$ cat config.mk
export PLATFORM = sky130hd
export DESIGN_NAME = maint_controller_end_flat
export DESIGN_NICKNAME = d
export VERILOG_FILES = /design/src/maint_pkg.sv /design/src/maint_link_if.sv /design/src/maint_controller_end.sv /design/src/flat_wrapper.sv
export VERILOG_INCLUDE_DIRS = /design/src
export SDC_FILE = /design/constraint.sdc
export NUM_CORES = 1
export LEC_CHECK = 0
export BUFFER_PORTS_ARGS = -buffer_cell sky130_fd_sc_hd__buf_2
export CELL_PAD_IN_SITES_DETAIL_PLACEMENT = 1
export CELL_PAD_IN_SITES_GLOBAL_PLACEMENT = 2
export CORE_ASPECT_RATIO = 1.75
export CORE_UTILIZATION = 37
export DETAILED_ROUTE_END_ITERATION = 6
export GPL_TIMING_DRIVEN = 0
export PLACE_DENSITY = 0.91
export SLEW_MARGIN = 20
export SYNTH_ARGS = -nofsm -noshare
export SYNTH_HDL_FRONTEND = slang
export SYNTH_SLANG_ARGS = --single-unit
$ cat constraint.sdc
create_clock -name clk -period 2.1 [get_ports clk]
set_input_delay 0.63 -clock clk [delete_from_list [all_inputs] [get_ports clk]]
set_output_delay 0.63 -clock clk [all_outputs]
set_load 0.05 [all_outputs]
$ cat src/maint_params.svh
`ifndef MAINT_PARAMS_SVH
`define MAINT_PARAMS_SVH
// ----------------------------------------
// Geometry
// ----------------------------------------
`define BANK_COUNT 8
`define BANK_BITS 3
`define ROW_BITS 12
`define ROW_ZERO 12'h000
`define ROW_ONE 12'h001
// ----------------------------------------
// Timing in request clock cycles
// ----------------------------------------
`define T_RAS_CYC 8'h0a
`define T_RP_CYC 8'h06
`define T_RR_CYC 8'h04
`define T_PP_CYC 8'h04
`define T_CMD_CURRENT_CAL_BEGIN_CYC 8'h08
`define T_CALCE_CYC 8'h10
`define T_CAL_FINISH_CMD_CYC 8'h08
`define T_CURRENT_CAL_BEGIN_REPEAT_CYC 24'h00c350
`define CNT_ZERO 8'h00
`define CNT_ONE 8'h01
`define CAL_STEP 4'h1
`define CAL_ZERO 4'h0
`endif

$ cat src/maint_pkg.sv
package maint_pkg;
  typedef enum logic [2:0] {
    OP_NONE, OP_REF_ACT, OP_REF_ACT_ADV, OP_REF_CLOSE, OP_CAL_CUR, OP_CAL_TERM, OP_CAL_FIN
  } maint_op_t;
  typedef enum {CAL_IDLE, CAL_CUR_RUN, CAL_TERM_RUN} cal_state_t;
endpackage : maint_pkg

$ cat src/maint_link_if.sv
`timescale 1ns/1ps
interface maint_link_if;
  import maint_pkg::*;
  logic req_valid;
  maint_op_t req_op;
  logic [2:0] req_bank;
  logic [1:0] req_delay;
  logic [7:0] bank_open;
  logic cal_busy;
  modport controller (output req_valid, req_op, req_bank, req_delay, input bank_open, cal_busy);
  modport memory (input req_valid, req_op, req_bank, req_delay, output bank_open, cal_busy);
endinterface : maint_link_if

$ cat src/maint_controller_end.sv
`timescale 1ns/1ps
`include "maint_params.svh"
module maint_controller_end
  import maint_pkg::*;
(
  input wire logic clk,
  input wire logic arst_n,
  maint_link_if.controller link,
  input wire logic refresh_burst_req,
  input wire logic cal_req,
  input wire logic term_cal_req,
  output logic busy,
  output logic cal_overdue
);
  // ----------------------------------------
  // Sequencer
  // ----------------------------------------
  typedef enum {S_IDLE, S_ACT, S_WAIT_RAS, S_CLOSE, S_WAIT_RP, S_CAL_QUIET, S_CAL_BEGIN,
    S_CAL_RUN, S_CAL_FIN, S_CAL_TAIL} seq_t;
  seq_t st_r;
  logic [7:0] cnt_r;
  logic [2:0] bank_r;
  logic term_r;
  logic vld_r;
  maint_op_t op_r;
  logic [23:0] since_cal_r;

  always_ff @(posedge clk or negedge arst_n) begin
    if (!arst_n) begin
      st_r <= S_IDLE;
      cnt_r <= `CNT_ZERO;
      bank_r <= 3'h0;
      term_r <= 1'b0;
      vld_r <= 1'b0;
      op_r <= OP_NONE;
      busy <= 1'b0;
    end else begin
      vld_r <= 1'b0;
      op_r <= OP_NONE;
      if (cnt_r != `CNT_ZERO) cnt_r <= cnt_r - `CNT_ONE;
      case (st_r)
        S_IDLE: begin
          busy <= refresh_burst_req || cal_req || term_cal_req;
          if (cal_req || term_cal_req) begin
            term_r <= !cal_req;
            cnt_r <= `T_CMD_CURRENT_CAL_BEGIN_CYC;
            st_r <= S_CAL_QUIET;
          end else if (refresh_burst_req) begin
            bank_r <= 3'h0;
            st_r <= S_ACT;
          end
        end
        S_ACT: if (cnt_r == `CNT_ZERO) begin
          vld_r <= 1'b1;
          // Last of eight advances the pointer
          op_r <= (bank_r == 3'h7) ? OP_REF_ACT_ADV : OP_REF_ACT;
          cnt_r <= `T_RR_CYC;
          if (bank_r == 3'h7) begin
            bank_r <= 3'h0;
            // Sequential issue: first close waits out whatever active time remains
            cnt_r <= (`T_RAS_CYC > `T_RR_CYC * 8'h07) ?
              `T_RAS_CYC - `T_RR_CYC * 8'h07 : `T_RR_CYC;
            st_r <= S_WAIT_RAS;
          end else bank_r <= bank_r + 3'h1;
        end
        S_WAIT_RAS: if (cnt_r == `CNT_ZERO) st_r <= S_CLOSE;
        S_CLOSE: if (cnt_r == `CNT_ZERO) begin
          vld_r <= 1'b1;
          op_r <= OP_REF_CLOSE;
          cnt_r <= `T_PP_CYC;
          bank_r <= bank_r + 3'h1;
          if (bank_r == 3'h7) begin
            cnt_r <= `T_RP_CYC;
            st_r <= S_WAIT_RP;
          end
        end
        S_WAIT_RP: if (cnt_r == `CNT_ZERO) st_r <= S_IDLE;
        S_CAL_QUIET: if (cnt_r == `CNT_ZERO) st_r <= S_CAL_BEGIN;
        S_CAL_BEGIN: begin
          vld_r <= 1'b1;
          op_r <= term_r ? OP_CAL_TERM : OP_CAL_CUR;
          cnt_r <= `T_CALCE_CYC;
          st_r <= S_CAL_RUN;
        end
        S_CAL_RUN: if (cnt_r == `CNT_ZERO) st_r <= S_CAL_FIN;
        S_CAL_FIN: begin
          vld_r <= 1'b1;
          op_r <= OP_CAL_FIN;
          cnt_r <= `T_CAL_FINISH_CMD_CYC;
          st_r <= S_CAL_TAIL;
        end
        S_CAL_TAIL: if (cnt_r == `CNT_ZERO) st_r <= S_IDLE;
        default: st_r <= S_IDLE;
      endcase
    end
  end
  assign link.req_valid = vld_r;
  assign link.req_op = op_r;
  // Bank presented with op is the one latched before the increment
  logic [2:0] out_bank_r;
  always_ff @(posedge clk or negedge arst_n) begin
    if (!arst_n) out_bank_r <= 3'h0;
    else out_bank_r <= bank_r;
  end
  assign link.req_bank = out_bank_r;
  assign link.req_delay = 2'h0;

  // ----------------------------------------
  // Calibration repeat watchdog
  // ----------------------------------------
  always_ff @(posedge clk or negedge arst_n) begin
    if (!arst_n) begin
      since_cal_r <= 24'h000000;
      cal_overdue <= 1'b0;
    end else if (vld_r && op_r == OP_CAL_CUR) begin
      since_cal_r <= 24'h000000;
      cal_overdue <= 1'b0;
    end else begin
      if (since_cal_r != `T_CURRENT_CAL_BEGIN_REPEAT_CYC) since_cal_r <= since_cal_r + 24'h000001;
      cal_overdue <= since_cal_r == `T_CURRENT_CAL_BEGIN_REPEAT_CYC;
    end
  end
endmodule : maint_controller_end

$ cat src/flat_wrapper.sv
// flat-port wrapper written by rule: the top's interface ports become plain ports
module maint_controller_end_flat import maint_pkg::*;
  (clk, arst_n, refresh_burst_req, cal_req, term_cal_req, busy, cal_overdue, link_req_valid, link_req_op, link_req_bank, link_req_delay, link_bank_open, link_cal_busy);
  maint_link_if link_i ();
  input wire logic clk;
  input wire logic arst_n;
  input wire logic refresh_burst_req;
  input wire logic cal_req;
  input wire logic term_cal_req;
  output logic busy;
  output logic cal_overdue;
  output wire logic [$bits(link_i.req_valid)-1:0] link_req_valid;
  output wire logic [$bits(link_i.req_op)-1:0] link_req_op;
  output wire logic [$bits(link_i.req_bank)-1:0] link_req_bank;
  output wire logic [$bits(link_i.req_delay)-1:0] link_req_delay;
  input wire logic [$bits(link_i.bank_open)-1:0] link_bank_open;
  input wire logic [$bits(link_i.cal_busy)-1:0] link_cal_busy;
  assign link_req_valid = link_i.req_valid;
  assign link_req_op = link_i.req_op;
  assign link_req_bank = link_i.req_bank;
  assign link_req_delay = link_i.req_delay;
  assign link_i.bank_open = link_bank_open;
  assign link_i.cal_busy = link_cal_busy;
  maint_controller_end u_core (.clk(clk), .arst_n(arst_n), .link(link_i), .refresh_burst_req(refresh_burst_req), .cal_req(cal_req), .term_cal_req(term_cal_req), .busy(busy), .cal_overdue(cal_overdue));
endmodule
==> results.sh, run 1 <==
export IMPL_synth_seq_cells=49
export IMPL_power_density_nw_per_um2=622
export IMPL_reg2reg_depth=5
export IMPL_post_place_ws_ns=-0.163
export IMPL_die_y_microns=115
export IMPL_n_antenna_cell=0
export IMPL_syn_to_final_growth_pct=16.0
export IMPL_power_internal_mw=1.55
export IMPL_rsz0062_at_grt="false"
export IMPL_synth_area_sq_um=2700
export IMPL_worstSetupPathType="reg2reg"
export IMPL_numCtsBuffers=5
export IMPL_whs_ns=0.308
export IMPL_clk_pin_slew_worst_paths_ns=0.07
export IMPL_cts_tree="done"
export IMPL_grtUsageMet2_pct=38.2
export IMPL_synthArstFlopShare_pct=100
export IMPL_period_minus_slack_ns=1.98
export IMPL_max_vdd_ir_drop_uv=348
export IMPL_worst_pin_slew_ns=0.556
export IMPL_drtAntennaViolNets=0
export IMPL_core_sq_um=6960
export IMPL_yosysSeqAreaShare_pct=45.5
export IMPL_slew_headroom_pct=62.9
export IMPL_timing_final_crit_share_pct=94.2
export IMPL_yosysUniqueCellTypes=57
export IMPL_switching_power_uw=398
export IMPL_syn_area_per_cell_sq_um=9.33
export IMPL_grtUsageMet1_pct=20.8
export IMPL_insertion_delay_ns=0.29
export IMPL_required_ns=2.32
export IMPL_synth_warning_count=0
export IMPL_grt_pass1_vias=2450
export IMPL_timing_fmax_mhz=506
export IMPL_pwr_share_seq_pct=48.4
export IMPL_final_cell_mix="dfrtp_1 (48), nor2_1 (31), nand2_1 (21)"
export IMPL_num_rows=40
export IMPL_synth_xor_area_share_pct=5.52
export IMPL_busiest_layer="met2"
export IMPL_synthMuxAreaShare_pct=2.74
export IMPL_first_pass_iters=4
export IMPL_synth_compound_area_share_pct=13.1
export IMPL_fin_ws_ns=0.122
export IMPL_status="finished, final reports clean"
export IMPL_initial_utilization_pct=38.8
export IMPL_nets=332
export IMPL_dpl_hpwl_microns=5290
export IMPL_yosys_most_used_dff="dfrtp_1"
export IMPL_vias=2266
export IMPL_final_common_cell="dfrtp_1"
export IMPL_fin_worst_skew_ns=0.00459
export IMPL_via_per_inst=5.72
export IMPL_synth_edf_count=0
export IMPL_wirelength_microns=7010
export IMPL_startpoint_type="flop"
export IMPL_p_sw_share_pct=20.4
export IMPL_grt_ovfl_total=0
export IMPL_syn_inst=289
export IMPL_antenna_found_initial=0
export IMPL_leakagePower_nw=1.32
export IMPL_grt_use_total_pct=20.3
export IMPL_met3_usage_pct=2.98
export IMPL_comb_power_share_pct=2.3
export IMPL_routabilityCongestion=0.840
export IMPL_cts_max_level=2
export IMPL_endpoint_kind="flop"
export IMPL_cts_sinks=49
export IMPL_layout_drive_gt1_share_pct=15.1
export IMPL_synth_adder_area_share_pct=3.25
export IMPL_cp_arrival_ns=2.20
export IMPL_drc=0
export IMPL_power_frac_clock_pct=49.3
export IMPL_drv_slew=0
export IMPL_maxCapViolations=0
export IMPL_synth_top_family_by_area="simple AND/OR/NAND/NOR gates"
export IMPL_grt_pass1_wl_microns=11700
export IMPL_synthSimpleGateAreaFrac_pct=25.4
export IMPL_hold_class="in2async"
export IMPL_cp_max_fo=6
export IMPL_die_w_microns=66.5
export IMPL_cts_path_max_buffers=2
export IMPL_die_area_sq_um=7650
export IMPL_ios=25
export IMPL_drt_iter0_markers=90
export IMPL_hold_viol_final=0
export IMPL_wl_per_cell_microns=17.7
export IMPL_setup_viol=0
export IMPL_port_buffers=13
export IMPL_grt_max_degree=29
export IMPL_cts_root_buf="clkbuf_16"
-- cell families (layout without fill, tap and decap cells) --
kind of cell               Yosys count  count (layout)
other                                1               2
and+or+nand+nor                    123             123
muxes                                7               7
DFF                                 49              49
buffers and inverters               29              51
adders and majority gates            7               7
AOI/OAI and AO/OA                   56              56
xor gates and xnor gates            17              17
-- power by group through the flow --
stage	sequential (mW)	clock [mW]	combinational [mW]
2_1_floorplan	0.962	0	0.0148
3_3_place_gp	0.961	0	0.0410
3_5_place_dp	0.961	0	0.0458
4_1_cts	0.943	0.986	0.0460
5_1_grt	0.942	1.02	0.0497
6_report	0.943	0.959	0.0449
-- per-stage QoR --
step                utilization (%)  std cells  total power [mW]  instance area (sq um)  TNS [ns]
floorplan                         -        290             0.976                   2700         0
global placement               41.3        387              1.00                   2870     -1.20
detailed placement             41.6        388              1.01                   2890     -1.09
CTS                            44.4        396              1.97                   3090         0
global route                   45.0        396              2.01                   3130         0
finish                         45.0        396              1.95                   3130         0
-- layer usage --
layer  part of all wire (%)  wire length [microns]
met1                     39                   2720
met2                     56                   3940
met3                    1.6                    109
met4                    3.3                    231
met5                      0                      0
-- worst max-delay path, cell delays in order, from the launching register on --
cell     delay [ns]
dfrtp_2        0.44
ha_4           0.18
nand4_2        0.18
or4_4          0.55
or4_1          0.48
o21ai_1        0.08
-- state kept, by name, summed over array words and instances (netlist names) --
| signal | flops |
|---|---|
| u_core.st_r | 4 |
| u_core.link.req_valid | 1 |
| u_core.bank_r | 3 |
| u_core.link.req_op | 3 |
| u_core.since_cal_r | 24 |
| u_core.busy | 1 |
| u_core.cnt_r | 8 |
| u_core.cal_overdue | 1 |
| u_core.link.req_bank | 3 |
| u_core.term_r | 1 |
-- final cells by class --
type / instances / area (sq um)
fill: 819 / 3830
multi-input combinational: 212 / 1420
sequential: 49 / 1230
clock buffer: 6 / 139
tap: 84 / 105
timing repair buffer: 14 / 85.1
buffer: 14 / 62.6
inverter: 15 / 56.3
clock inverter: 2 / 37.5
-- Yosys cell counts (4+ instances only) --
master    number  area (sq um)
xor2_1        13           114
nor4_1         8          50.1
or3_1          6          37.5
ha_1           7          87.6
a21oi_1       16          80.1
nand2_1       21          78.8
mux2i_1        4          40.0
inv_1         15          56.3
o21ai_0       15          75.1
nand4_1       10          62.6
nand3_1       10          50.1
xnor2_1        4          35.0
o31ai_1        4          30.0
dfrtp_1       49          1230
nor3_1         6          30.0
nor2_1        31           116
clkbuf_1       9          33.8
-- path summary, 6_finish.rpt --
kind	startpoint	end	slack [ns]
min in group clk	u_core.bank_r[1]	u_core.link.req_bank[1]	0.41
max in group asynchronous	arst_n	u_core.link.req_op[0]	1.26
hold / removal	arst_n	u_core.since_cal_r[1]	0.31
hold reg to reg	u_core.bank_r[1]	u_core.link.req_bank[1]	0.41
setup reg to reg	u_core.since_cal_r[0]	u_core.since_cal_r[20]	0.12
setup / recovery	u_core.since_cal_r[0]	u_core.since_cal_r[20]	0.12
-- timing repair --
item | CTS | global route
buffers inserted | 0 | 0
resized for setup | 5 | 9
endpoints found under the hold margin | 0 | 0
endpoints found under the setup margin | 12 | 10
pin swaps | 0 | 0
hold buffers | 0 | 0
Note: power is estimated with default switching activity, not from simulation.
==> run 2, diff against run 1 <==
--- a/config.mk
+++ b/config.mk
@@ -13,7 +13,7 @@
 export CORE_UTILIZATION = 37
 export DETAILED_ROUTE_END_ITERATION = 6
 export GPL_TIMING_DRIVEN = 0
-export PLACE_DENSITY = 0.91
+export PLACE_DENSITY_LB_ADDON = 0.1
 export SLEW_MARGIN = 20
 export SYNTH_ARGS = -nofsm -noshare
 export SYNTH_HDL_FRONTEND = slang
==> run 2 against run 1 <==
Final area about the same. Largest cell class unchanged. Setup slack got worse by 0.070 ns. Clock-buffer cell count is 1 lower.
==> results.sh, run 2 (synthesis results as in run 1) <==
export IMPL_status="finished, final reports clean"
export IMPL_endpoint_kind="flop"
export IMPL_cts_sinks=49
export IMPL_insertion_delay_ns=0.29
export IMPL_rsz0062_at_grt="true"
export IMPL_worstPathCellList="nor3b_2 -> a22oi_1 -> o21ai_1 -> mux2_2"
export IMPL_worst_pin_slew_ns=0.625
export IMPL_core_sq_um=6960
export IMPL_nets=332
export IMPL_r2r_end="u_core.st_r[0]"
export IMPL_seq_area_sq_um=1230
export IMPL_die_w_microns=66.5
export IMPL_r2r_setup_slack_ns=0.05
export IMPL_wirelength_microns=7350
export IMPL_hold_class="in2async"
export IMPL_slowest_stage="nor3b_2"
export IMPL_drt_iter0_markers=109
export IMPL_wl_per_cell_microns=18.6
export IMPL_stdcell_area_sq_um=3130
export IMPL_cts_path_max_buffers=2
export IMPL_regMostFlops="u_core.since_cal_r"
export IMPL_max_vdd_ir_drop_uv=546
export IMPL_placed_area_sq_um=2870
export IMPL_place_inst=387
export IMPL_cp_arrival_ns=2.22
export IMPL_maxCapViolations=0
export IMPL_timing_fmax_mhz=488
export IMPL_final_common_cell="dfrtp_1"
export IMPL_critical_path_max_stage_delay_ns=0.58
export IMPL_crit_family="simple AND/OR/NAND/NOR gates"
export IMPL_largestRegisters="u_core.since_cal_r: 24 flops, u_core.cnt_r: 8 flops, u_core.st_r: 4 flops"
export IMPL_hold_viol_final=0
export IMPL_grt_pass1_vias=2449
export IMPL_cts_max_level=2
export IMPL_routabilityCongestion=0.820
export IMPL_slew_headroom_pct=57.7
export IMPL_period_minus_slack_ns=2.05
export IMPL_antenna_found_initial=0
export IMPL_power_density_nw_per_um2=650
export IMPL_timing_final_crit_share_pct=97.5
export IMPL_vias=2297
export IMPL_largest_register_ffs=24
export IMPL_clk_pin_slew_worst_paths_ns=0.07
export IMPL_drtAntennaViolNets=0
export IMPL_required_ns=2.27
export IMPL_tns_ns=0
export IMPL_grt_pass1_wl_microns=12300
export IMPL_worstSetupPathType="reg2reg"
export IMPL_cp_depth=4
export IMPL_reg2reg_depth=4
export IMPL_cp_max_fo=8
export IMPL_multi_input_area_sq_um=1410
export IMPL_dpl_hpwl_microns=5320
export IMPL_ios=25
export IMPL_first_pass_iters=4
export IMPL_drc=0
export IMPL_cts_tree="done"
export IMPL_whs_ns=0.353
export IMPL_n_antenna_cell=0
export IMPL_final_cell_mix="dfrtp_1 (48), nor2_1 (31), nand2_1 (21)"
export IMPL_grt_max_degree=50
export IMPL_via_per_inst=5.80
export IMPL_num_rows=40
export IMPL_leakagePower_nw=1.30
export IMPL_startpoint_type="flop"
export IMPL_grt_ovfl_total=0
export IMPL_die_y_microns=115
export IMPL_layout_drive_gt1_share_pct=15.1
export IMPL_postCtsHoldBufs=0
export IMPL_total_power_mw=2.04
export IMPL_cp_buffers_inverters=0
export IMPL_syn_to_final_growth_pct=16.0
export IMPL_die_area_sq_um=7650
export IMPL_grt_use_total_pct=21.5
export IMPL_nFillCells=810
export IMPL_final_cells=396
export IMPL_r2r_start="u_core.st_r[3]"
export IMPL_setup_viol=0
export IMPL_cts_root_buf="clkbuf_16"
export IMPL_port_buffers=13
export IMPL_initial_utilization_pct=38.8
export IMPL_drv_slew=0
export IMPL_fin_worst_skew_ns=0.00509
export IMPL_numCtsBuffers=5
-- run 2: stage by stage --
step	setup WS (ns)	util [%]
after floorplan	0.233	-
after global placement	-0.272	41.3
after detailed placement	-0.300	41.3
after CTS	0.0241	44.7
after global routing	-0.0510	45.0
final	0.0516	45.0
-- run 2: repair_timing --
action | CTS | global route
buffers inserted | 0 | 1
setup endpoints to repair | 16 | 11
resized for setup | 8 | 5
-- run 2: worst max-delay path by stage --
stage	from	to	slack [ns]
2_1_floorplan	u_core.since_cal_r[0]	u_core.since_cal_r[20]	0.23
3_3_place_gp	u_core.st_r[3]	u_core.st_r[0]	-0.27
3_5_place_dp	u_core.st_r[3]	u_core.st_r[0]	-0.30
4_1_cts	u_core.since_cal_r[0]	u_core.since_cal_r[20]	0.02
5_1_grt	u_core.st_r[3]	u_core.st_r[0]	-0.05
6_report	u_core.st_r[3]	u_core.st_r[0]	0.05
-- run 2: area by class of cell --
cell class	instances	share of cell area, %
flip-flops and latches	49	39.2
clock inverters	3	2.08
repair buffers	14	2.40
clock buffers	5	4.00
well taps	84	3.36
plain buffers	14	2.00
multi-input cells	212	45.2
inverters	15	1.80
-- run 2: where the power goes --
| group | internal, mW | total [mW] | switching, mW | leakage (nW) |
|---|---|---|---|---|
| combinational | 0.00818 | 0.0414 | 0.0332 | 0.577 |
| sequential | 0.943 | 0.943 | 0 | 0.629 |
| clock | 0.681 | 1.05 | 0.370 | 0.0938 |
| total | 1.63 | 2.04 | 0.403 | 1.30 |
-- run 2: layer usage --
layer | part of all wire (%) | global-route usage (%) | vias up
met2 | 55 | 39.1 | 32
met1 | 39 | 23.0 | 1163
met4 | 4.2 | 11.2 | 0
li1 | - | - | 1083
met5 | 0 | 0 | -
met3 | 2.0 | 3.57 | 19
==> run 3, diff against run 2 <==
--- a/config.mk
+++ b/config.mk
@@ -10,9 +10,9 @@
 export CELL_PAD_IN_SITES_DETAIL_PLACEMENT = 1
 export CELL_PAD_IN_SITES_GLOBAL_PLACEMENT = 2
 export CORE_ASPECT_RATIO = 1.75
-export CORE_UTILIZATION = 37
+export CORE_UTILIZATION = 39
+export CTS_BUF_LIST = sky130_fd_sc_hd__clkbuf_8
 export DETAILED_ROUTE_END_ITERATION = 6
-export GPL_TIMING_DRIVEN = 0
 export PLACE_DENSITY_LB_ADDON = 0.1
 export SLEW_MARGIN = 20
 export SYNTH_ARGS = -nofsm -noshare
==> run 3 against run 2 <==
Flip-flop and latch count unchanged. Combinational power rose by 4%. Core utilization up 2.6 points. Die area is 5.0% lower. Final area grew 0.24%. Register-to-register slack improved by 0.04 ns. Global-route usage is 0.17 points higher. Critical path type unchanged. Wire length fell by 3.5%. Sequential share of layout area shrank 0.13 points. Non-clock buffer count up 11. Setup slack gained 0.041 ns.
==> results.sh, run 3 (synthesis results as in run 1) <==
export IMPL_layout_drive_gt1_share_pct=19.3
export IMPL_drt_iter0_markers=81
export IMPL_worst_pin_slew_ns=0.586
export IMPL_status="finished, final reports clean"
export IMPL_regMostFlops="u_core.since_cal_r"
export IMPL_startpoint_type="flop"
export IMPL_cts_root_buf="clkbuf_8"
export IMPL_r2r_setup_slack_ns=0.09
export IMPL_total_power_mw=1.66
export IMPL_critical_path_max_stage_delay_ns=0.37
export IMPL_final_util_pct=47.6
export IMPL_wirelength_microns=7090
export IMPL_r2r_start="u_core.cnt_r[1]"
export IMPL_place_inst=397
export IMPL_drc=0
export IMPL_ios=25
export IMPL_port_buffers=13
export IMPL_leakagePower_nw=1.38
export IMPL_hold_class="in2async"
export IMPL_crit_family="buffers and inverters"
export IMPL_cp_buffers_inverters=4
export IMPL_hold_viol_final=0
export IMPL_worstPathCellList="inv_1 -> ha_1 -> nor3b_2 -> buf_4 -> and2_1 -> buf_4 -> buf_4 -> o2111a_1 -> a211o_1"
export IMPL_routabilityCongestion=0.821
export IMPL_whs_ns=0.287
export IMPL_required_ns=2.30
export IMPL_grt_ovfl_total=0
export IMPL_seq_area_sq_um=1230
export IMPL_max_vdd_ir_drop_uv=395
export IMPL_postCtsHoldBufs=0
export IMPL_final_cells=404
export IMPL_wl_per_cell_microns=17.5
export IMPL_numCtsBuffers=5
export IMPL_worstSetupPathType="reg2reg"
export IMPL_nets=343
export IMPL_setup_viol=0
export IMPL_fin_worst_skew_ns=0.00716
export IMPL_grt_max_degree=30
export IMPL_final_common_cell="dfrtp_1"
export IMPL_met3_usage_pct=2.74
export IMPL_multi_input_area_sq_um=1380
export IMPL_vias=2299
export IMPL_drtAntennaViolNets=0
export IMPL_die_area_sq_um=7270
export IMPL_worst_path_most_repeated_cell="buf_4"
export IMPL_slowest_stage="dfrtp_1"
export IMPL_grt_pass1_wl_microns=12000
export IMPL_syn_to_final_growth_pct=16.3
export IMPL_largest_register_ffs=24
export IMPL_cts_sinks=49
export IMPL_cp_arrival_ns=2.21
export IMPL_maxCapViolations=0
export IMPL_timing_final_crit_share_pct=95.6
export IMPL_largestRegisters="u_core.since_cal_r: 24 flops, u_core.cnt_r: 8 flops, u_core.st_r: 4 flops"
export IMPL_die_w_microns=64.9
export IMPL_grtUsageMet2_pct=40.1
export IMPL_insertion_delay_ns=0.31
export IMPL_timing_fmax_mhz=498
export IMPL_rsz0062_at_grt="false"
export IMPL_die_y_microns=112
export IMPL_busiest_layer="met2"
export IMPL_clk_pin_slew_worst_paths_ns=0.09
export IMPL_initial_utilization_pct=40.9
export IMPL_cts_tree="done"
export IMPL_reg2reg_depth=9
export IMPL_num_rows=39
export IMPL_cts_path_max_buffers=2
export IMPL_grt_pass1_vias=2456
export IMPL_tns_ns=0
export IMPL_power_density_nw_per_um2=528
export IMPL_endpoint_kind="flop"
export IMPL_via_per_inst=5.69
export IMPL_drv_slew=0
export IMPL_n_antenna_cell=0
export IMPL_core_sq_um=6590
export IMPL_grt_use_total_pct=21.7
export IMPL_r2r_end="u_core.st_r[1]"
export IMPL_dpl_hpwl_microns=5400
export IMPL_period_minus_slack_ns=2.01
export IMPL_cts_max_level=2
export IMPL_first_pass_iters=4
export IMPL_final_cell_mix="dfrtp_1 (49), nor2_1 (31), buf_4 (25)"
export IMPL_antenna_found_initial=0
export IMPL_grtUsageMet1_pct=22.7
export IMPL_cp_max_fo=3
export IMPL_nFillCells=789
export IMPL_slew_headroom_pct=60.9
==> run 3: area by class of cell <==
type                       instances  area share [%]
timing repair buffer              39            8.69
multi-input combinational        212            43.9
sequential                        49            39.1
clock inverter                     2            1.12
inverter                          15            1.79
clock buffer                       5            2.19
tap                               82            3.27
==> run 3: timing repair <==
item / in CTS / in global routing
setup buffers: 0 / 0
resized for setup: 0 / 3
endpoints found under the setup margin: 0 / 3
==> run 3: where the power goes <==
| part | leakage, nW | total [mW] | internal (mW) | switching (mW) |
|---|---|---|---|---|
| Clock | 0.0540 | 0.670 | 0.347 | 0.323 |
| Combinational | 0.698 | 0.0432 | 0.00965 | 0.0335 |
| Sequential | 0.630 | 0.943 | 0.943 | 0 |
| Total | 1.38 | 1.66 | 1.30 | 0.357 |
==> run 3: how the worst max path moves through the flow <==
stage                        endpoint  cells after the start             startpoint
5_1_grt                u_core.st_r[1]                      9        u_core.cnt_r[1]
4_1_cts                u_core.st_r[0]                      8        u_core.cnt_r[1]
6_report               u_core.st_r[1]                      9        u_core.cnt_r[1]
2_1_floorplan  u_core.since_cal_r[20]                      5  u_core.since_cal_r[0]
3_5_place_dp           u_core.st_r[0]                      8        u_core.cnt_r[0]
3_3_place_gp         u_core.bank_r[0]                      6           term_cal_req
==> run 3: per-layer routing <==
layer / vias up / wire (microns)
met4: 0 / 282
met2: 32 / 3940
met5: - / 0
li1: 1104 / -
met1: 1145 / 2730
met3: 18 / 136
==> run 3: through the flow <==
stage	cell area, sq um	setup WS [ns]
after floorplan	2700	0.233
after global placement	3030	0.0826
after detailed placement	3030	0.0704
after CTS	3130	0.0459
after global routing	3140	0.0114
final	3140	0.0928
